File: config.mk
export PLATFORM = sky130hd
export DESIGN_NAME = mbn_node
export DESIGN_NICKNAME = d
export VERILOG_FILES = /design/src/shared/mbn_pkg.sv /design/src/rtl/mbn_node.sv
export SDC_FILE = /design/constraint.sdc
export NUM_CORES = 1
export LEC_CHECK = 0
export BUFFER_PORTS_ARGS = -buffer_cell sky130_fd_sc_hd__buf_4
export CAP_MARGIN = 20
export CORE_UTILIZATION = 30
export DETAILED_ROUTE_END_ITERATION = 7
export SLEW_MARGIN = 5
export SYNTH_ARGS = -nofsm -noshare
export SYNTH_HDL_FRONTEND = slang
export SYNTH_HIERARCHICAL = 1
export SYNTH_SLANG_ARGS = --single-unit
File: constraint.sdc
create_clock -name clk_i -period 3.1 [get_ports clk_i]
set_input_delay 0.31 -clock clk_i [delete_from_list [all_inputs] [get_ports clk_i]]
set_output_delay 0.31 -clock clk_i [all_outputs]
set_load 0.01 [all_outputs]
File: src/shared/mbn_pkg.sv
// Shared constants and types for the multiplexed block I/O bus node.
// Assumes one 20 MHz clock; bus inputs already synchronous to it.
package mbn_pkg;
    localparam int AD_W     = 16;
    localparam int DEV_W    = 4;
    localparam int ADDR_W   = 24;
    localparam int RXF_DEPTH = 8;
    localparam int MAX_DEVS = 16;
    // Field positions of the first address word
    localparam int W0_SEL   = 0;
    localparam int W0_RNW   = 1;
    localparam int W0_MR    = 2;
    localparam int W0_DEV   = 4;
    localparam int W0_AHI   = 8;
    localparam logic [AD_W-1:0] BYTE_MASK = 16'h00FF;
    localparam logic [AD_W-1:0] WORD_MASK = 16'hFFFF;
    localparam logic            RES_BIT   = 1'h0;

    typedef enum logic [1:0] {
        LVL_BASIC = 2'b00,
        LVL_CTRL  = 2'b01,
        LVL_SUP   = 2'b10
    } mbn_level_t;

    typedef enum logic [1:0] {
        M_IDLE = 2'b00,
        M_AW0  = 2'b01,
        M_AW1  = 2'b10,
        M_DATA = 2'b11
    } mbn_mst_t;

    // Target of a transfer: select flag, device, space, direction, address
    typedef struct packed {
        logic              sel;
        logic [DEV_W-1:0]  dev;
        logic              mr;
        logic              rnw;
        logic [ADDR_W-1:0] addr;
    } mbn_cmd_t;

    typedef struct packed {
        mbn_mst_t        mst;
        logic            hs;
        logic            slv_word;
        logic [AD_W-1:0] slv_w0;
        logic            slv_ack;
        logic            slv_sel;
        mbn_cmd_t        cur;
        logic [1:0]      tk_ph;
        logic [AD_W-1:0] tk_data;
        logic            ls_ack;
        logic            supervisor_takeover_irq;
        logic            sto_seen;
        logic            srq_seen;
    } mbn_state_t;

    localparam mbn_state_t ST_RST = '0;
endpackage

File: src/rtl/mbn_node.sv
// Bus node for the multiplexed block I/O bus: address/data handshakes,
// master, slave, talker and listener roles, parity and interrupt lines.
// Assumes all bus inputs are already synchronous to clk_i.
//
// How it works
// - Node is selected only by its own 4-bit device number, so sixteen can share.
// - Data moves as 16-bit words, or 8-bit in the low byte.
// - Address word carries memory/register select over a 24-bit space.
// - Shared lines carry address while the mode line is high, data else.
// - Every idle non-supervisor node acknowledges every address word the master broadcasts.
// - Mode, direction, ready and accept lines pace each transfer.
// - Takeover and service request lines driven and watched.
// - Optional odd parity line; bus reset line resets the node.
// - A basic node never starts a transfer.
// - Controller answers requests and may master transfers.
// - Supervisor drives active and reset lines and watches interrupts.
// - Node starts no master transfer while selected as a slave; one started in the cycle it is selected overlaps it for one cycle.
// - A supervisor never becomes a slave.
// - Selected node talks on reads, listens on writes.
// - Talker and listener roles never held together.
// - Two address words select or deselect a device and target.
// - Data only moves after a completed selection, until deselection.
// - Talker makes odd parity; listener error raises takeover.
// - Words hold device, space bit, direction bit and 24-bit address.
`timescale 1ns/1ns

module mbn_fifo #(
    parameter int WIDTH = 16,
    parameter int DEPTH = 8
) (
    input  wire logic             clk_i,
    input  wire logic             srst_i,
    input  wire logic             in_valid_i,
    output logic                  in_ready_o,
    input  wire logic [WIDTH-1:0] in_data_i,
    output logic                  out_valid_o,
    input  wire logic             out_ready_i,
    output logic      [WIDTH-1:0] out_data_o
);
    localparam int PW = $clog2(DEPTH);

    typedef struct packed {
        logic [DEPTH-1:0][WIDTH-1:0] mem;
        logic [PW:0]                 wp;
        logic [PW:0]                 rp;
    } mbn_fifo_st_t;

    mbn_fifo_st_t st_r;
    mbn_fifo_st_t st_nxt;
    logic         full;
    logic         empty;

    assign empty       = st_r.wp == st_r.rp;
    assign full        = (st_r.wp[PW] != st_r.rp[PW])
                      && (st_r.wp[PW-1:0] == st_r.rp[PW-1:0]);
    assign in_ready_o  = !full;
    assign out_valid_o = !empty;
    assign out_data_o  = st_r.mem[st_r.rp[PW-1:0]];

    always_comb begin
        st_nxt = st_r;
        if (in_valid_i && !full) begin
            st_nxt.mem[st_r.wp[PW-1:0]] = in_data_i;
            st_nxt.wp = st_r.wp + 1'b1;
        end
        if (out_ready_i && !empty) begin
            st_nxt.rp = st_r.rp + 1'b1;
        end
    end

    always_ff @(posedge clk_i) begin
        if (srst_i) begin
            st_r <= '0;
        end else begin
            st_r <= st_nxt;
        end
    end
endmodule // mbn_fifo

module mbn_node
    import mbn_pkg::*;
(
    input  wire logic             clk_i,
    input  wire logic             srst_i,
    // Node configuration
    input  wire mbn_level_t       level_i,
    input  wire logic [DEV_W-1:0] dev_id_i,
    input  wire logic             par_en_i,
    input  wire logic             byte_mode_i,
    // Master command port
    input  wire logic             cmd_valid_i,
    output logic                  cmd_ready_o,
    input  wire mbn_cmd_t         cmd_i,
    // Outgoing data when talking
    input  wire logic             tx_valid_i,
    output logic                  tx_ready_o,
    input  wire logic [AD_W-1:0]  tx_data_i,
    // Incoming data when listening
    output logic                  rx_valid_o,
    input  wire logic             rx_ready_i,
    output logic      [AD_W-1:0]  rx_data_o,
    // Status
    output mbn_cmd_t              cur_o,
    output logic                  selected_o,
    output logic                  talk_o,
    output logic                  listen_o,
    output logic                  sto_seen_o,
    output logic                  srq_seen_o,
    input  wire logic             sto_req_i,
    input  wire logic             sto_clr_i,
    input  wire logic             srq_req_i,
    input  wire logic             bus_rst_req_i,
    // Bus lines, logical level, high = asserted
    input  wire logic [AD_W-1:0]  ad_i,
    output logic      [AD_W-1:0]  ad_o,
    output logic                  ad_oe_o,
    input  wire logic             adm_i,
    output logic                  adm_o,
    output logic                  adm_oe_o,
    input  wire logic             rnw_i,
    output logic                  rnw_o,
    output logic                  rnw_oe_o,
    input  wire logic             drdy_i,
    output logic                  drdy_o,
    output logic                  drdy_oe_o,
    input  wire logic             pb_i,
    output logic                  pb_o,
    output logic                  pb_oe_o,
    // Open-drain lines: enable pulls the line to its asserted state
    input  wire logic             dacc_i,
    output logic                  dacc_o,
    output logic                  dacc_oe_o,
    input  wire logic             aacc_i,
    output logic                  aacc_o,
    output logic                  aacc_oe_o,
    input  wire logic             supervisor_takeover_irq_i,
    output logic                  supervisor_takeover_irq_o,
    output logic                  supervisor_takeover_irq_oe_o,
    input  wire logic             service_request_irq_i,
    output logic                  service_request_irq_o,
    output logic                  service_request_irq_oe_o,
    input  wire logic             sa_i,
    output logic                  sa_o,
    output logic                  sa_oe_o,
    input  wire logic             bus_rst_i,
    output logic                  bus_rst_o,
    output logic                  bus_rst_oe_o
);
    mbn_state_t      st_r;
    mbn_state_t      st_nxt;
    logic            rst;
    logic            in_aw;
    logic            act;
    logic            talk;
    logic            listen;
    logic            push;
    logic            fifo_rdy;
    logic [AD_W-1:0] w0;
    logic [AD_W-1:0] w1;

    assign rst = srst_i || bus_rst_i;

    assign in_aw  = (st_r.mst == M_AW0) || (st_r.mst == M_AW1);
    assign act    = (st_r.mst == M_DATA) || st_r.slv_sel;
    assign talk   = act && !adm_i && ((st_r.mst == M_DATA)
                  ? !st_r.cur.rnw : st_r.cur.rnw);
    assign listen = act && !adm_i && !talk;
    assign push   = listen && drdy_i && !st_r.ls_ack && fifo_rdy;

    assign w0 = {st_r.cur.addr[23:16], st_r.cur.dev, RES_BIT,
                 st_r.cur.mr, st_r.cur.rnw, st_r.cur.sel};
    assign w1 = st_r.cur.addr[15:0];

    assign cmd_ready_o = (level_i != LVL_BASIC) && !st_r.slv_sel
                      && ((st_r.mst == M_IDLE)
                      || (st_r.mst == M_DATA && st_r.tk_ph == 2'd0
                      && !st_r.ls_ack));
    assign tx_ready_o  = talk && st_r.tk_ph == 2'd0;

    // Bus drivers
    assign ad_o      = (st_r.mst == M_AW0) ? w0 : (in_aw ? w1 : st_r.tk_data);
    assign ad_oe_o   = in_aw || (talk && st_r.tk_ph != 2'd0);
    assign adm_o     = in_aw;
    assign adm_oe_o  = st_r.mst != M_IDLE;
    assign rnw_o     = st_r.cur.rnw;
    assign rnw_oe_o  = adm_oe_o;
    assign drdy_o    = 1'b1;
    assign drdy_oe_o = (in_aw && !st_r.hs)
                    || (talk && st_r.tk_ph == 2'd1);
    assign pb_o      = ~^ad_o;
    assign pb_oe_o   = ad_oe_o && par_en_i;
    assign dacc_o    = 1'b1;
    assign dacc_oe_o = st_r.ls_ack;
    assign aacc_o    = 1'b1;
    assign aacc_oe_o = st_r.slv_ack;
    assign supervisor_takeover_irq_o    = 1'b1;
    assign supervisor_takeover_irq_oe_o = st_r.supervisor_takeover_irq || sto_req_i;
    assign service_request_irq_o        = 1'b1;
    assign service_request_irq_oe_o     = srq_req_i;
    assign sa_o         = 1'b1;
    assign sa_oe_o      = level_i == LVL_SUP;
    assign bus_rst_o    = 1'b1;
    assign bus_rst_oe_o = (level_i == LVL_SUP) && bus_rst_req_i;

    assign cur_o      = st_r.cur;
    assign selected_o = st_r.slv_sel;
    assign talk_o     = talk;
    assign listen_o   = listen;
    assign sto_seen_o = st_r.sto_seen;
    assign srq_seen_o = st_r.srq_seen;

    always_comb begin
        st_nxt = st_r;
        st_nxt.sto_seen = (level_i == LVL_SUP) && supervisor_takeover_irq_i;
        st_nxt.srq_seen = (level_i == LVL_SUP) && service_request_irq_i;

        // Master side: two address words, then data until deselected
        case (st_r.mst)
            M_IDLE, M_DATA: begin
                if (cmd_valid_i && cmd_ready_o) begin
                    st_nxt.cur = cmd_i;
                    st_nxt.mst = M_AW0;
                    st_nxt.hs  = 1'b0;
                end
            end
            M_AW0, M_AW1: begin
                if (!st_r.hs && aacc_i) begin
                    st_nxt.hs = 1'b1;
                end else if (st_r.hs && !aacc_i) begin
                    st_nxt.hs = 1'b0;
                    if (st_r.mst == M_AW0) begin
                        st_nxt.mst = M_AW1;
                    end else begin
                        st_nxt.mst = st_r.cur.sel ? M_DATA : M_IDLE;
                    end
                end
            end
            default: begin
                st_nxt.mst = M_IDLE;
            end
        endcase

        // Slave side: watch every address pair, match own number
        if (!adm_i) begin
            st_nxt.slv_word = 1'b0;
        end
        if (st_r.mst == M_IDLE && level_i != LVL_SUP) begin
            if (adm_i && drdy_i && !st_r.slv_ack) begin
                st_nxt.slv_ack = 1'b1;
                if (!st_r.slv_word) begin
                    st_nxt.slv_word = 1'b1;
                    st_nxt.slv_w0   = ad_i;
                end else begin
                    st_nxt.slv_word = 1'b0;
                    if (st_r.slv_w0[W0_DEV +: DEV_W] == dev_id_i) begin
                        st_nxt.slv_sel  = st_r.slv_w0[W0_SEL];
                        st_nxt.cur.sel  = st_r.slv_w0[W0_SEL];
                        st_nxt.cur.dev  = st_r.slv_w0[W0_DEV +: DEV_W];
                        st_nxt.cur.mr   = st_r.slv_w0[W0_MR];
                        st_nxt.cur.rnw  = st_r.slv_w0[W0_RNW];
                        st_nxt.cur.addr = {st_r.slv_w0[W0_AHI +: 8], ad_i};
                    end
                end
            end else if (st_r.slv_ack && !drdy_i) begin
                st_nxt.slv_ack = 1'b0;
            end
        end else begin
            st_nxt.slv_ack = 1'b0;
            st_nxt.slv_sel = 1'b0;
        end

        // Talker: hold data and ready until accepted and released
        if (!talk) begin
            st_nxt.tk_ph = 2'd0;
        end else begin
            case (st_r.tk_ph)
                2'd0: begin
                    if (tx_valid_i) begin
                        st_nxt.tk_data = tx_data_i
                            & (byte_mode_i ? BYTE_MASK : WORD_MASK);
                        st_nxt.tk_ph = 2'd1;
                    end
                end
                2'd1: begin
                    if (dacc_i) begin
                        st_nxt.tk_ph = 2'd2;
                    end
                end
                2'd2: begin
                    if (!dacc_i) begin
                        st_nxt.tk_ph    = 2'd0;
                        st_nxt.cur.addr = st_r.cur.addr + 1'b1;
                    end
                end
                default: begin
                    st_nxt.tk_ph = 2'd0;
                end
            endcase
        end

        // Listener: accept into the FIFO, release when ready drops
        if (!listen) begin
            st_nxt.ls_ack = 1'b0;
        end else if (push) begin
            st_nxt.ls_ack   = 1'b1;
            st_nxt.cur.addr = st_r.cur.addr + 1'b1;
        end else if (st_r.ls_ack && !drdy_i) begin
            st_nxt.ls_ack = 1'b0;
        end

        // Takeover flag: a new error wins over a clear in the same cycle
        if (sto_clr_i) begin
            st_nxt.supervisor_takeover_irq = 1'b0;
        end
        if (push && par_en_i && !(^{ad_i, pb_i})) begin
            st_nxt.supervisor_takeover_irq = 1'b1;
        end
    end

    always_ff @(posedge clk_i) begin
        if (rst) begin
            st_r <= ST_RST;
        end else begin
            st_r <= st_nxt;
        end
    end

    mbn_fifo #(
        .WIDTH (AD_W),
        .DEPTH (RXF_DEPTH)
    ) u_rx_fifo (
        .clk_i       (clk_i),
        .srst_i      (rst),
        .in_valid_i  (push),
        .in_ready_o  (fifo_rdy),
        .in_data_i   (ad_i),
        .out_valid_o (rx_valid_o),
        .out_ready_i (rx_ready_i),
        .out_data_o  (rx_data_o)
    );
endmodule // mbn_node

==> results of run 1 <==
-- timing repair --
item,CTS,global route
buffers inserted,0,3
pin swaps,1,11
setup endpoints to repair,1,1
gates cloned,1,1
endpoints found under the hold margin,1,0
gates resized for setup,12,22
hold buffers,1,0
-- cells by family after synthesis --
logic type,count (synthesis)
other,1
AOI/OAI and AO/OA,126
buffers and inverters,146
adders and majority gates,8
xor gates and xnor gates,64
muxes,247
DFF,210
and+or+nand+nor,351
-- worst min path at each step --
stage                                from          to  slack (ns)  cells past startpoint
finish              service_request_irq_i  srq_seen_o        0.02                      2
floorplan                        st_r[12]    st_r[12]        0.43                      2
CTS                 service_request_irq_i  srq_seen_o       0.005                      2
detailed placement               st_r[12]    st_r[12]        0.45                      2
global placement                 st_r[12]    st_r[12]        0.44                      2
global route        service_request_irq_i  srq_seen_o        0.02                      2
-- layout make-up --
cell class                 count  area, µm²  area share
clock buffer                  39        771      0.0561
inverter                      15       58.8     0.00428
tap                          468        586      0.0427
clock inverter                 7       63.8     0.00465
sequential                   210       4210       0.307
timing repair buffer         207       1630       0.119
multi-input combinational    803       6410       0.467
-- Yosys cell counts, types with 6 or more instances --
cell type  count
o21ai_0       47
buf_4         48
ha_1           8
a21oi_1       48
buf_2          9
and3_1         7
xnor2_1       41
buf_6          8
or3_1          7
buf_1         19
mux2_2        23
mux4_2        32
inv_1         14
nand2_1       73
nand3b_1      16
nand3_1       15
xor2_1        20
clkbuf_1      47
nor3_1         8
nand2b_1     147
or2_2          6
nand4_1        7
dfxtp_1      210
mux2i_1      187
a211oi_1      11
nor2_1        45
-- per-stage QoR --
step,total power [mW],worst slack [ns],instances
final,6.20,0.114,1749
after global routing,6.43,-0.00128,1749
after CTS,6.27,0.00611,1745
after detailed placement,3.31,0.251,1697
after global placement,3.30,0.260,1697
after floorplan,3.11,0.124,1159
-- report_power, final --
| group | internal [mW] | switching [mW] | total (mW) | leakage (nW) |
|---|---|---|---|---|
| logic | 0.261 | 0.254 | 0.515 | 3.90 |
| clock network | 1.79 | 1.15 | 2.94 | 0.415 |
| registers | 2.72 | 0.0260 | 2.74 | 1.70 |
-- per-layer routing --
layer / GRT usage / vias up / wire (µm)
met4: 0.0266 / 0 / 359
met1: 0.218 / 4015 / 14600
met2: 0.270 / 183 / 14800
met3: 0.0280 / 29 / 1400
li1: - / 4139 / -
met5: 0 / - / 0
-- cell usage in the layout, fill, tap and decap left out, types with 4 or more instances in the layout --
cell       count
conb_1         7
nand4_1        7
xor2_1        20
clkinv_2       5
dfxtp_2        4
nor3_1         6
buf_4        201
clkbuf_16     28
o21ai_2        4
nand3b_1      16
nor2_1        42
mux2_4         5
o21ai_0       34
or3_1          7
nand2b_1     147
mux4_2        32
nand2_1       73
a211oi_1      11
mux2_2        23
and2_1         5
xnor2_1       39
or2_2          6
a21oi_1       48
dfxtp_1      206
inv_1         11
clkbuf_1       7
o21ai_1       14
nand3_1       15
mux2i_1      183
clkbuf_8       5
ha_1           7
and3_1         7
-- worst register-to-register path, stage by stage, from the launching register on --
cell	delay [ns]
dfxtp_2	0.32
buf_4	0.13
ha_1	0.24
or3b_2	0.45
a21oi_1	0.20
and2_1	0.19
or3b_2	0.46
or3b_1	0.36
buf_4	0.24
mux2i_1	0.17
-- registers in the layout (all words and copies together), names as in the netlist --
| name | count |
|---|---|
| u_rx_fifo/st_r | 136 |
| st_r | 38 |
| cur_o | 30 |
| aacc_oe_o | 1 |
| dacc_oe_o | 1 |
| rnw_o | 1 |
| selected_o | 1 |
| srq_seen_o | 1 |
| sto_seen_o | 1 |
==> flow_results.xml, run 1 <==
<?xml version="1.0" encoding="UTF-8"?>
<metrics>
  <group name="outcome">
    <metric name="run_status" unit="">complete, no violations</metric>
  </group>
  <group name="place">
    <metric name="io_buffer_count" unit="">170</metric>
    <metric name="gp_routability_congestion" unit="">0.773</metric>
    <metric name="placed_cell_area" unit="µm²">12700</metric>
    <metric name="place.detailed.hpwl" unit="µm">21100</metric>
  </group>
  <group name="cts">
    <metric name="clock_tree.buffer_depth" unit="">3</metric>
    <metric name="tritoncts_num_sinks" unit="">210</metric>
    <metric name="number_of_buffers_created_by_cts" unit="">26</metric>
    <metric name="worstSkewPairLatency" unit="ns">0.52</metric>
    <metric name="htreeDepth" unit="">1</metric>
    <metric name="clock_tree.root_cell" unit="">clkbuf_16</metric>
    <metric name="cts.clk_slew.worst_paths" unit="ns">0.06</metric>
    <metric name="clock_tree_from_tritoncts" unit="">built</metric>
  </group>
  <group name="synth">
    <metric name="seq_area_frac_synth" unit="">0.373</metric>
    <metric name="synthTopCellsByArea" unit="">dfxtp_1, mux2i_1, nand2b_1, mux4_2, buf_4</metric>
    <metric name="synth_async_sr_flop_share" unit="">0</metric>
    <metric name="post_synth_edffs" unit="">0</metric>
    <metric name="synth_compound_gate_area_share" unit="">0.0637</metric>
    <metric name="synth-seq-cells" unit="">210</metric>
    <metric name="synth_xor_area_frac" unit="">0.0517</metric>
    <metric name="ys.flop_type" unit="">dfxtp_1</metric>
    <metric name="synthesis.instances" unit="">1153</metric>
    <metric name="avgSynthCellArea" unit="µm²">9.78</metric>
    <metric name="synth.distinct_cells" unit="">54</metric>
    <metric name="largest_family_of_logic_cells_by_synthesized_area" unit="">multiplexers</metric>
    <metric name="synth_top_area_share" unit="">0.373</metric>
    <metric name="ys.warnings.count" unit="">6</metric>
    <metric name="muxShareOfSynthArea" unit="">0.260</metric>
    <metric name="post-synth-top-area-cell" unit="">dfxtp_1</metric>
    <metric name="synth_simple_gate_area_frac" unit="">0.172</metric>
    <metric name="netlist_area" unit="µm²">11300</metric>
    <metric name="share_of_synthesized_cell_area_in_full_adder_half_adder_and_majority_cells" unit="">0.00888</metric>
  </group>
  <group name="layout">
    <metric name="n_antenna_cell" unit="">0</metric>
    <metric name="drive_gt1_frac" unit="">0.272</metric>
    <metric name="nFillCells" unit="">3687</metric>
    <metric name="design_area" unit="µm²">13700</metric>
    <metric name="fin_nets" unit="">1361</metric>
    <metric name="final_core_util" unit="">0.373</metric>
    <metric name="synthToLayoutAreaGrowth" unit="%">21.8</metric>
  </group>
  <group name="global_route">
    <metric name="vias_in_the_first_global_route" unit="">8555</metric>
    <metric name="grt_overflow_total" unit="">0</metric>
    <metric name="grt_pass1_wl" unit="µm">49100</metric>
    <metric name="grt_start_max_net_pins" unit="">109</metric>
    <metric name="groute.usage.overall" unit="">0.161</metric>
    <metric name="antenna_violations_before_repair" unit="">0</metric>
  </group>
  <group name="critical_path">
    <metric name="worstPathArrival" unit="ns">2.68</metric>
    <metric name="ff2ff_path_depth" unit="">9</metric>
    <metric name="critical_path.n_buffers_inverters" unit="">3</metric>
    <metric name="worstSetupEndpoint" unit="">pb_o</metric>
    <metric name="setup.worst_path.end_class" unit="">primary output</metric>
    <metric name="timing_worst_setup_path_type" unit="">reg2out</metric>
    <metric name="critical_path.slowest_cell" unit="">dfxtp_2</metric>
    <metric name="max_stage_delay" unit="ns">0.34</metric>
    <metric name="timing.rr.end" unit="">u_rx_fifo/st_r[33]</metric>
    <metric name="crit_chain" unit="">inv_2, ha_4, buf_12, mux2i_2, o21ai_2, xor2_1, xnor2_1, xnor2_1, xnor2_1, buf_4</metric>
    <metric name="cp_top_family" unit="">XOR/XNOR gates</metric>
    <metric name="worstSetupStartpoint" unit="">st_r[74]</metric>
    <metric name="critical_path_depth" unit="">10</metric>
    <metric name="critical_path_rt" unit="ns">2.79</metric>
    <metric name="worstSetupStartpointType" unit="">flop</metric>
    <metric name="critical_path_peak_fanout" unit="">5</metric>
    <metric name="worst_r2r_startpoint" unit="">st_r[73]</metric>
    <metric name="crit_top_cell" unit="">xnor2_1</metric>
    <metric name="regToRegSetupSlack" unit="ns">0.21</metric>
  </group>
  <group name="worst_hold_path">
    <metric name="worstHoldPathType" unit="">in2reg</metric>
  </group>
  <group name="routing">
    <metric name="post_drt_wl_per_cell" unit="µm">17.9</metric>
    <metric name="drc" unit="">0</metric>
    <metric name="detailroute.via_count" unit="">8366</metric>
    <metric name="route.detailed.vias_per_inst" unit="">4.78</metric>
    <metric name="routed_wl" unit="µm">31200</metric>
    <metric name="drt.antenna.violating_nets" unit="">0</metric>
    <metric name="first_iter_violations" unit="">406</metric>
    <metric name="detailedRoute.firstPassIterationCount" unit="">5</metric>
  </group>
  <group name="floorplan">
    <metric name="start_util" unit="">0.306</metric>
    <metric name="ios" unit="">182</metric>
    <metric name="die_area" unit="µm²">38400</metric>
    <metric name="placeableCoreArea" unit="µm²">36800</metric>
    <metric name="core.rowCount" unit="">70</metric>
    <metric name="die_width" unit="µm">196</metric>
    <metric name="die_height" unit="µm">196</metric>
  </group>
  <group name="timing">
    <metric name="worst_clock_skew" unit="ns">0.0116</metric>
    <metric name="worst_slew_margin_rel" unit="">0.535</metric>
    <metric name="report.final.slew_viol_count" unit="">0</metric>
    <metric name="final_setup_violations" unit="">0</metric>
    <metric name="hold_viol" unit="">0</metric>
    <metric name="final.period_utilization" unit="">0.963</metric>
    <metric name="worst_pin_slew" unit="ns">0.698</metric>
    <metric name="finalHoldWorstSlack" unit="ns">0.0177</metric>
    <metric name="finalSetupTns" unit="ns">0</metric>
    <metric name="clock.fmax" unit="MHz">335</metric>
    <metric name="final.min_clock_period" unit="ns">2.99</metric>
  </group>
  <group name="power_and_ir_drop">
    <metric name="total_leakage_power" unit="nW">6.02</metric>
    <metric name="ir_drop_worst_vdd" unit="mV">0.293</metric>
    <metric name="p_per_area" unit="nW/µm²">452</metric>
  </group>
  <group name="run">
    <metric name="maxCapViolations" unit="">0</metric>
  </group>
</metrics>
(Power assumes the default switching activity.)
==> run 2, diff against run 1 <==
--- a/config.mk
+++ b/config.mk
@@ -7,8 +7,9 @@
 export LEC_CHECK = 0
 export BUFFER_PORTS_ARGS = -buffer_cell sky130_fd_sc_hd__buf_4
 export CAP_MARGIN = 20
-export CORE_UTILIZATION = 30
+export CORE_UTILIZATION = 56
 export DETAILED_ROUTE_END_ITERATION = 7
+export PLACE_DENSITY = 0.79
 export SLEW_MARGIN = 5
 export SYNTH_ARGS = -nofsm -noshare
 export SYNTH_HDL_FRONTEND = slang
==> flow_results.xml, run 2 (same netlist as run 1, synthesis figures left out) <==
<?xml version="1.0" encoding="UTF-8"?>
<metrics>
  <group name="global_route">
    <metric name="vias_in_the_first_global_route" unit="">8480</metric>
    <metric name="grt_pass1_wl" unit="µm">44000</metric>
    <metric name="antenna_violations_before_repair" unit="">0</metric>
    <metric name="grt_overflow_total" unit="">0</metric>
    <metric name="grt_start_max_net_pins" unit="">69</metric>
    <metric name="groute.usage.overall" unit="">0.274</metric>
  </group>
  <group name="critical_path">
    <metric name="crit_chain" unit="">inv_1, ha_4, buf_12, mux2i_1, o21ai_0, xor2_1, xnor2_1, xnor2_1, xnor2_1, buf_4</metric>
    <metric name="worstPathArrival" unit="ns">2.69</metric>
    <metric name="critical_path.slowest_cell" unit="">dfxtp_1</metric>
    <metric name="crit_top_cell" unit="">xnor2_1</metric>
    <metric name="setup.worst_path.end_class" unit="">primary output</metric>
    <metric name="timing.rr.end" unit="">u_rx_fifo/st_r[30]</metric>
    <metric name="max_stage_delay" unit="ns">0.36</metric>
    <metric name="critical_path_peak_fanout" unit="">9</metric>
    <metric name="critical_path_rt" unit="ns">2.79</metric>
    <metric name="regToRegSetupSlack" unit="ns">0.32</metric>
    <metric name="timing_worst_setup_path_type" unit="">reg2out</metric>
    <metric name="worstSetupStartpointType" unit="">flop</metric>
    <metric name="ff2ff_path_depth" unit="">10</metric>
    <metric name="worstSetupStartpoint" unit="">st_r[74]</metric>
    <metric name="worst_r2r_startpoint" unit="">u_rx_fifo/st_r[5]</metric>
  </group>
  <group name="layout">
    <metric name="design_area" unit="µm²">13300</metric>
    <metric name="n_antenna_cell" unit="">0</metric>
    <metric name="largest_register_ffs" unit="">136</metric>
    <metric name="regMostFlops" unit="">u_rx_fifo/st_r</metric>
    <metric name="instances_no_fill" unit="">1539</metric>
    <metric name="final_core_util" unit="">0.680</metric>
    <metric name="fin_nets" unit="">1355</metric>
    <metric name="drive_gt1_frac" unit="">0.261</metric>
    <metric name="final_cell_mix" unit="">dfxtp_1, buf_4, mux2i_1, nand2b_1, nand2_1</metric>
    <metric name="layout_commonest_cell" unit="">dfxtp_1</metric>
    <metric name="synthToLayoutAreaGrowth" unit="%">18.2</metric>
  </group>
  <group name="cts">
    <metric name="clock_tree_from_tritoncts" unit="">built</metric>
    <metric name="number_of_buffers_added_to_fix_hold_violations_after_cts" unit="">0</metric>
    <metric name="clock_tree.root_cell" unit="">clkbuf_16</metric>
    <metric name="tritoncts_num_sinks" unit="">210</metric>
    <metric name="worstSkewPairLatency" unit="ns">0.51</metric>
    <metric name="cts.clk_slew.worst_paths" unit="ns">0.06</metric>
    <metric name="number_of_buffers_created_by_cts" unit="">23</metric>
    <metric name="htreeDepth" unit="">1</metric>
    <metric name="clock_tree.buffer_depth" unit="">3</metric>
  </group>
  <group name="power_and_ir_drop">
    <metric name="total_leakage_power" unit="nW">5.96</metric>
    <metric name="p_total" unit="mW">6.18</metric>
    <metric name="p_clk_frac" unit="">0.474</metric>
    <metric name="sequentialPowerShare" unit="">0.444</metric>
    <metric name="p_per_area" unit="nW/µm²">464</metric>
    <metric name="sw_frac_of_total" unit="">0.225</metric>
    <metric name="power.share.combinational" unit="">0.082</metric>
    <metric name="ir_drop_worst_vdd" unit="mV">0.438</metric>
    <metric name="psw" unit="mW">1.39</metric>
    <metric name="power.internal" unit="mW">4.79</metric>
  </group>
  <group name="worst_hold_path">
    <metric name="worstHoldPathType" unit="">in2reg</metric>
    <metric name="timing.hold.worst.start" unit="">service_request_irq_i</metric>
    <metric name="min_delay_path_depth" unit="">2</metric>
    <metric name="hold_path_end" unit="">srq_seen_o</metric>
  </group>
  <group name="routing">
    <metric name="first_iter_violations" unit="">534</metric>
    <metric name="drt.antenna.violating_nets" unit="">0</metric>
    <metric name="drc" unit="">0</metric>
    <metric name="detailedRoute.firstPassIterationCount" unit="">5</metric>
    <metric name="routed_wl" unit="µm">28500</metric>
    <metric name="post_drt_wl_per_cell" unit="µm">18.5</metric>
    <metric name="route.detailed.vias_per_inst" unit="">5.63</metric>
    <metric name="detailroute.via_count" unit="">8667</metric>
  </group>
  <group name="outcome">
    <metric name="run_status" unit="">complete, no violations</metric>
  </group>
  <group name="floorplan">
    <metric name="die_height" unit="µm">144</metric>
    <metric name="ios" unit="">182</metric>
    <metric name="die_area" unit="µm²">20700</metric>
    <metric name="core.rowCount" unit="">51</metric>
    <metric name="start_util" unit="">0.575</metric>
    <metric name="die_width" unit="µm">144</metric>
    <metric name="placeableCoreArea" unit="µm²">19600</metric>
  </group>
  <group name="place">
    <metric name="place.detailed.hpwl" unit="µm">19200</metric>
    <metric name="io_buffer_count" unit="">170</metric>
    <metric name="gp_routability_congestion" unit="">0.854</metric>
    <metric name="placedCellCount" unit="">1495</metric>
    <metric name="place_worst_setup_slack" unit="ns">0.329</metric>
    <metric name="placed_cell_area" unit="µm²">12400</metric>
  </group>
  <group name="timing">
    <metric name="final_setup_violations" unit="">0</metric>
    <metric name="final.min_clock_period" unit="ns">3.00</metric>
    <metric name="worst_clock_skew" unit="ns">0.0121</metric>
    <metric name="final.setup.worst_slack" unit="ns">0.101</metric>
    <metric name="hold_viol" unit="">0</metric>
    <metric name="worst_slew_margin_rel" unit="">0.548</metric>
    <metric name="worst_pin_slew" unit="ns">0.678</metric>
    <metric name="report.final.slew_viol_count" unit="">0</metric>
    <metric name="clock.fmax" unit="MHz">333</metric>
    <metric name="finalSetupTns" unit="ns">0</metric>
    <metric name="finalHoldWorstSlack" unit="ns">0.0438</metric>
    <metric name="final.period_utilization" unit="">0.968</metric>
  </group>
  <group name="run">
    <metric name="maxCapViolations" unit="">0</metric>
  </group>
</metrics>
## run 2: cell types whose count changed in the layout (fill, tap and decap cells not counted), sizes merged
| cell | delta |
|---|---|
| bufinv | +3 |
| clkbuf | -9 |
| clkinv | +2 |
| buf | -2 |
| dlygate4sd3 | -1 |
## run 2: worst max-delay path, delay by kind of cell, from the launching register on
family | cells | cell delay [ns]
xor+xnor | 4 | 0.68
buf+inv | 3 | 0.42
flops | 1 | 0.36
fa+ha+maj | 1 | 0.34
compound gates | 1 | 0.30
mux | 1 | 0.08
## run 2: cell type report
cell class | count | area (µm²)
fillers | 1549 | 6260
well taps | 265 | 332
multi-input cells | 803 | 6330
flip-flops and latches | 210 | 4210
clock buffers | 30 | 652
inverters | 15 | 58.8
repair buffers | 204 | 1570
clock inverters | 12 | 168
## run 2: how the worst max path moves through the flow
stage	to	cells after the start	slack, ns
after floorplan	u_rx_fifo/st_r[29]	9	0.12
after global placement	pb_o	8	0.36
after detailed placement	u_rx_fifo/st_r[32]	10	0.33
after CTS	pb_o	10	0.02
after global routing	pb_o	10	-0.002
final	pb_o	10	0.10
## run 2: power by group through the flow
stage	clock (mW)	sequential, mW	combinational, mW
floorplan	0	2.79	0.315
global placement	0	2.80	0.485
detailed placement	0	2.80	0.491
CTS	2.97	2.74	0.497
global route	3.07	2.74	0.540
finish	2.93	2.74	0.506
## run 2: what timing repair did
| action | in CTS | in global routing |
|---|---|---|
| gates cloned | 0 | 1 |
| pin swaps | 0 | 5 |
| gates resized for setup | 6 | 7 |
| buffers inserted | 0 | 1 |
| endpoints found under the setup margin | 1 | 1 |
## run 2: per-layer routing
metal | share of wire | vias to the layer above | GRT usage | wire (µm)
met4 | 0.023 | 0 | 0.0868 | 641
met3 | 0.062 | 56 | 0.0503 | 1770
li1 | - | 4124 | - | -
met5 | 0 | - | 0 | 0
met1 | 0.42 | 4224 | 0.345 | 11900
met2 | 0.50 | 263 | 0.472 | 14200
==> run 3, diff against run 2 <==
--- a/config.mk
+++ b/config.mk
@@ -7,9 +7,11 @@
 export LEC_CHECK = 0
 export BUFFER_PORTS_ARGS = -buffer_cell sky130_fd_sc_hd__buf_4
 export CAP_MARGIN = 20
-export CORE_UTILIZATION = 56
+export CELL_PAD_IN_SITES_DETAIL_PLACEMENT = 0
+export CELL_PAD_IN_SITES_GLOBAL_PLACEMENT = 2
+export CORE_UTILIZATION = 36
 export DETAILED_ROUTE_END_ITERATION = 7
-export PLACE_DENSITY = 0.79
+export PLACE_DENSITY_LB_ADDON = 0.1
 export SLEW_MARGIN = 5
 export SYNTH_ARGS = -nofsm -noshare
 export SYNTH_HDL_FRONTEND = slang
==> flow_results.xml, run 3 (same netlist as run 1, synthesis figures left out) <==
<?xml version="1.0" encoding="UTF-8"?>
<metrics>
  <group name="power_and_ir_drop">
    <metric name="total_leakage_power" unit="nW">6.01</metric>
    <metric name="sequentialPowerShare" unit="">0.445</metric>
    <metric name="power.share.combinational" unit="">0.082</metric>
    <metric name="p_per_area" unit="nW/µm²">455</metric>
    <metric name="p_clk_frac" unit="">0.473</metric>
    <metric name="sw_frac_of_total" unit="">0.238</metric>
    <metric name="ir_drop_worst_vdd" unit="mV">0.347</metric>
    <metric name="psw" unit="mW">1.47</metric>
    <metric name="power.internal" unit="mW">4.70</metric>
  </group>
  <group name="global_route">
    <metric name="vias_in_the_first_global_route" unit="">8375</metric>
    <metric name="groute.usage.overall" unit="">0.195</metric>
    <metric name="grt_pass1_wl" unit="µm">48300</metric>
    <metric name="grt_start_max_net_pins" unit="">58</metric>
    <metric name="antenna_violations_before_repair" unit="">0</metric>
    <metric name="grt_overflow_total" unit="">0</metric>
  </group>
  <group name="place">
    <metric name="placed_cell_area" unit="µm²">12700</metric>
    <metric name="gp_routability_congestion" unit="">0.716</metric>
    <metric name="io_buffer_count" unit="">170</metric>
    <metric name="place.detailed.hpwl" unit="µm">21000</metric>
  </group>
  <group name="routing">
    <metric name="detailroute.via_count" unit="">8225</metric>
    <metric name="drt.antenna.violating_nets" unit="">0</metric>
    <metric name="drc" unit="">0</metric>
    <metric name="first_iter_violations" unit="">354</metric>
    <metric name="routed_wl" unit="µm">30900</metric>
    <metric name="route.detailed.vias_per_inst" unit="">4.90</metric>
    <metric name="detailedRoute.firstPassIterationCount" unit="">4</metric>
    <metric name="post_drt_wl_per_cell" unit="µm">18.4</metric>
  </group>
  <group name="cts">
    <metric name="clock_tree.root_cell" unit="">clkbuf_16</metric>
    <metric name="number_of_buffers_created_by_cts" unit="">26</metric>
    <metric name="clock_tree.buffer_depth" unit="">3</metric>
    <metric name="worstSkewPairLatency" unit="ns">0.53</metric>
    <metric name="htreeDepth" unit="">1</metric>
    <metric name="cts.clk_slew.worst_paths" unit="ns">0.06</metric>
    <metric name="clock_tree_from_tritoncts" unit="">built</metric>
    <metric name="tritoncts_num_sinks" unit="">210</metric>
  </group>
  <group name="layout">
    <metric name="regMostFlops" unit="">u_rx_fifo/st_r</metric>
    <metric name="fin_nets" unit="">1365</metric>
    <metric name="drive_gt1_frac" unit="">0.264</metric>
    <metric name="largest_register_ffs" unit="">136</metric>
    <metric name="final_cell_mix" unit="">dfxtp_1, buf_4, mux2i_1, nand2b_1, nand2_1</metric>
    <metric name="n_antenna_cell" unit="">0</metric>
    <metric name="synthToLayoutAreaGrowth" unit="%">20.3</metric>
    <metric name="nFillCells" unit="">3055</metric>
    <metric name="layout_commonest_cell" unit="">dfxtp_1</metric>
    <metric name="design_area" unit="µm²">13600</metric>
  </group>
  <group name="critical_path">
    <metric name="critical_path_rt" unit="ns">2.79</metric>
    <metric name="crit_top_cell" unit="">xnor2_1</metric>
    <metric name="setup.worst_path.end_class" unit="">primary output</metric>
    <metric name="worstSetupStartpointType" unit="">flop</metric>
    <metric name="cp_top_family" unit="">XOR/XNOR gates</metric>
    <metric name="ff2ff_path_depth" unit="">10</metric>
    <metric name="critical_path.slowest_cell" unit="">dfxtp_2</metric>
    <metric name="critical_path.n_buffers_inverters" unit="">3</metric>
    <metric name="max_stage_delay" unit="ns">0.34</metric>
    <metric name="worstPathArrival" unit="ns">2.65</metric>
    <metric name="regToRegSetupSlack" unit="ns">0.33</metric>
    <metric name="timing.rr.end" unit="">u_rx_fifo/st_r[38]</metric>
    <metric name="critical_path_peak_fanout" unit="">9</metric>
    <metric name="timing_worst_setup_path_type" unit="">reg2out</metric>
    <metric name="crit_chain" unit="">inv_1, ha_4, clkbuf_16, mux2i_1, o21ai_1, xnor2_1, xnor2_1, xnor2_1, xnor2_1, buf_4</metric>
    <metric name="worst_r2r_startpoint" unit="">u_rx_fifo/st_r[4]</metric>
  </group>
  <group name="worst_hold_path">
    <metric name="worstHoldPathType" unit="">in2reg</metric>
    <metric name="hold_path_end" unit="">st_r[8]</metric>
    <metric name="timing.hold.worst.start" unit="">tx_data_i[4]</metric>
    <metric name="min_delay_path_depth" unit="">3</metric>
  </group>
  <group name="floorplan">
    <metric name="die_area" unit="µm²">32000</metric>
    <metric name="start_util" unit="">0.368</metric>
    <metric name="ios" unit="">182</metric>
    <metric name="die_height" unit="µm">179</metric>
    <metric name="core.rowCount" unit="">64</metric>
    <metric name="placeableCoreArea" unit="µm²">30700</metric>
    <metric name="die_width" unit="µm">179</metric>
  </group>
  <group name="timing">
    <metric name="final.period_utilization" unit="">0.955</metric>
    <metric name="worst_slew_margin_rel" unit="">0.540</metric>
    <metric name="hold_viol" unit="">0</metric>
    <metric name="clock.fmax" unit="MHz">338</metric>
    <metric name="rsz0062_at_grt" unit="">no</metric>
    <metric name="worst_clock_skew" unit="ns">0.0125</metric>
    <metric name="final_setup_violations" unit="">0</metric>
    <metric name="worst_pin_slew" unit="ns">0.689</metric>
    <metric name="report.final.slew_viol_count" unit="">0</metric>
    <metric name="final.min_clock_period" unit="ns">2.96</metric>
    <metric name="finalSetupTns" unit="ns">0</metric>
  </group>
  <group name="outcome">
    <metric name="run_status" unit="">complete, no violations</metric>
  </group>
  <group name="run">
    <metric name="maxCapViolations" unit="">0</metric>
  </group>
</metrics>
run 3: per-layer routing:
| metal | global-route usage | vias to the layer above | share of wire |
|---|---|---|---|
| met5 | 0 | - | 0 |
| met4 | 0.0371 | 0 | 0.015 |
| met3 | 0.0445 | 29 | 0.050 |
| met2 | 0.326 | 154 | 0.48 |
| met1 | 0.257 | 3898 | 0.46 |
| li1 | - | 4144 | - |
run 3: power groups by stage:
stage | registers [mW] | clock network (mW) | logic (mW)
after floorplan | 2.79 | 0 | 0.315
after global placement | 2.80 | 0 | 0.508
after detailed placement | 2.80 | 0 | 0.510
after CTS | 2.74 | 3.02 | 0.515
after global routing | 2.75 | 3.13 | 0.555
final | 2.74 | 2.92 | 0.506
run 3: final cells by class:
class,instances,area (µm²),share of cell area
Tap cell,396,495,0.0365
Clock buffer,38,776,0.0572
Clock inverter,7,50.0,0.00369
Sequential cell,210,4210,0.310
Inverter,15,58.8,0.00434
Timing Repair Buffer,211,1640,0.121
Multi-Input combinational cell,803,6330,0.467
run 3: repair_timing:
action / in CTS / in global routing
hold buffers: 2 / 0
setup endpoints to repair: 1 / 1
gates cloned: 0 / 1
hold endpoints to repair: 2 / 0
pin swaps: 3 / 4
gates resized for setup: 6 / 10
setup buffers: 0 / 1
run 3: worst reg2reg max path, delay by kind of cell (launching register included):
family / cells / cell delay, ns
buffers and inverters: 2 / 0.46
and+or+nand+nor: 6 / 1.35
DFF: 1 / 0.37
xor gates and xnor gates: 1 / 0.30
muxes: 1 / 0.17
run 3: worst max-delay path by stage:
stage,start,endpoint,slack (ns),depth (start not counted)
floorplan,st_r[73],u_rx_fifo/st_r[29],0.12,9
global placement,st_r[73],u_rx_fifo/st_r[38],0.31,8
detailed placement,st_r[73],u_rx_fifo/st_r[38],0.32,8
CTS,st_r[73],pb_o,0.002,10
global route,st_r[73],pb_o,0.02,10
finish,st_r[73],pb_o,0.14,10
run 3: through the flow:
stage	hold WS [ns]	util	setup WS [ns]	power [mW]	instances
2_1_floorplan	0.431	-	0.124	3.11	1159
3_3_place_gp	0.437	0.413	0.311	3.31	1631
3_5_place_dp	0.445	0.413	0.320	3.31	1631
4_1_cts	0.00191	0.441	0.00188	6.28	1678
5_1_grt	0.0260	0.442	0.0154	6.43	1680
6_report	0.0313	0.442	0.140	6.17	1680
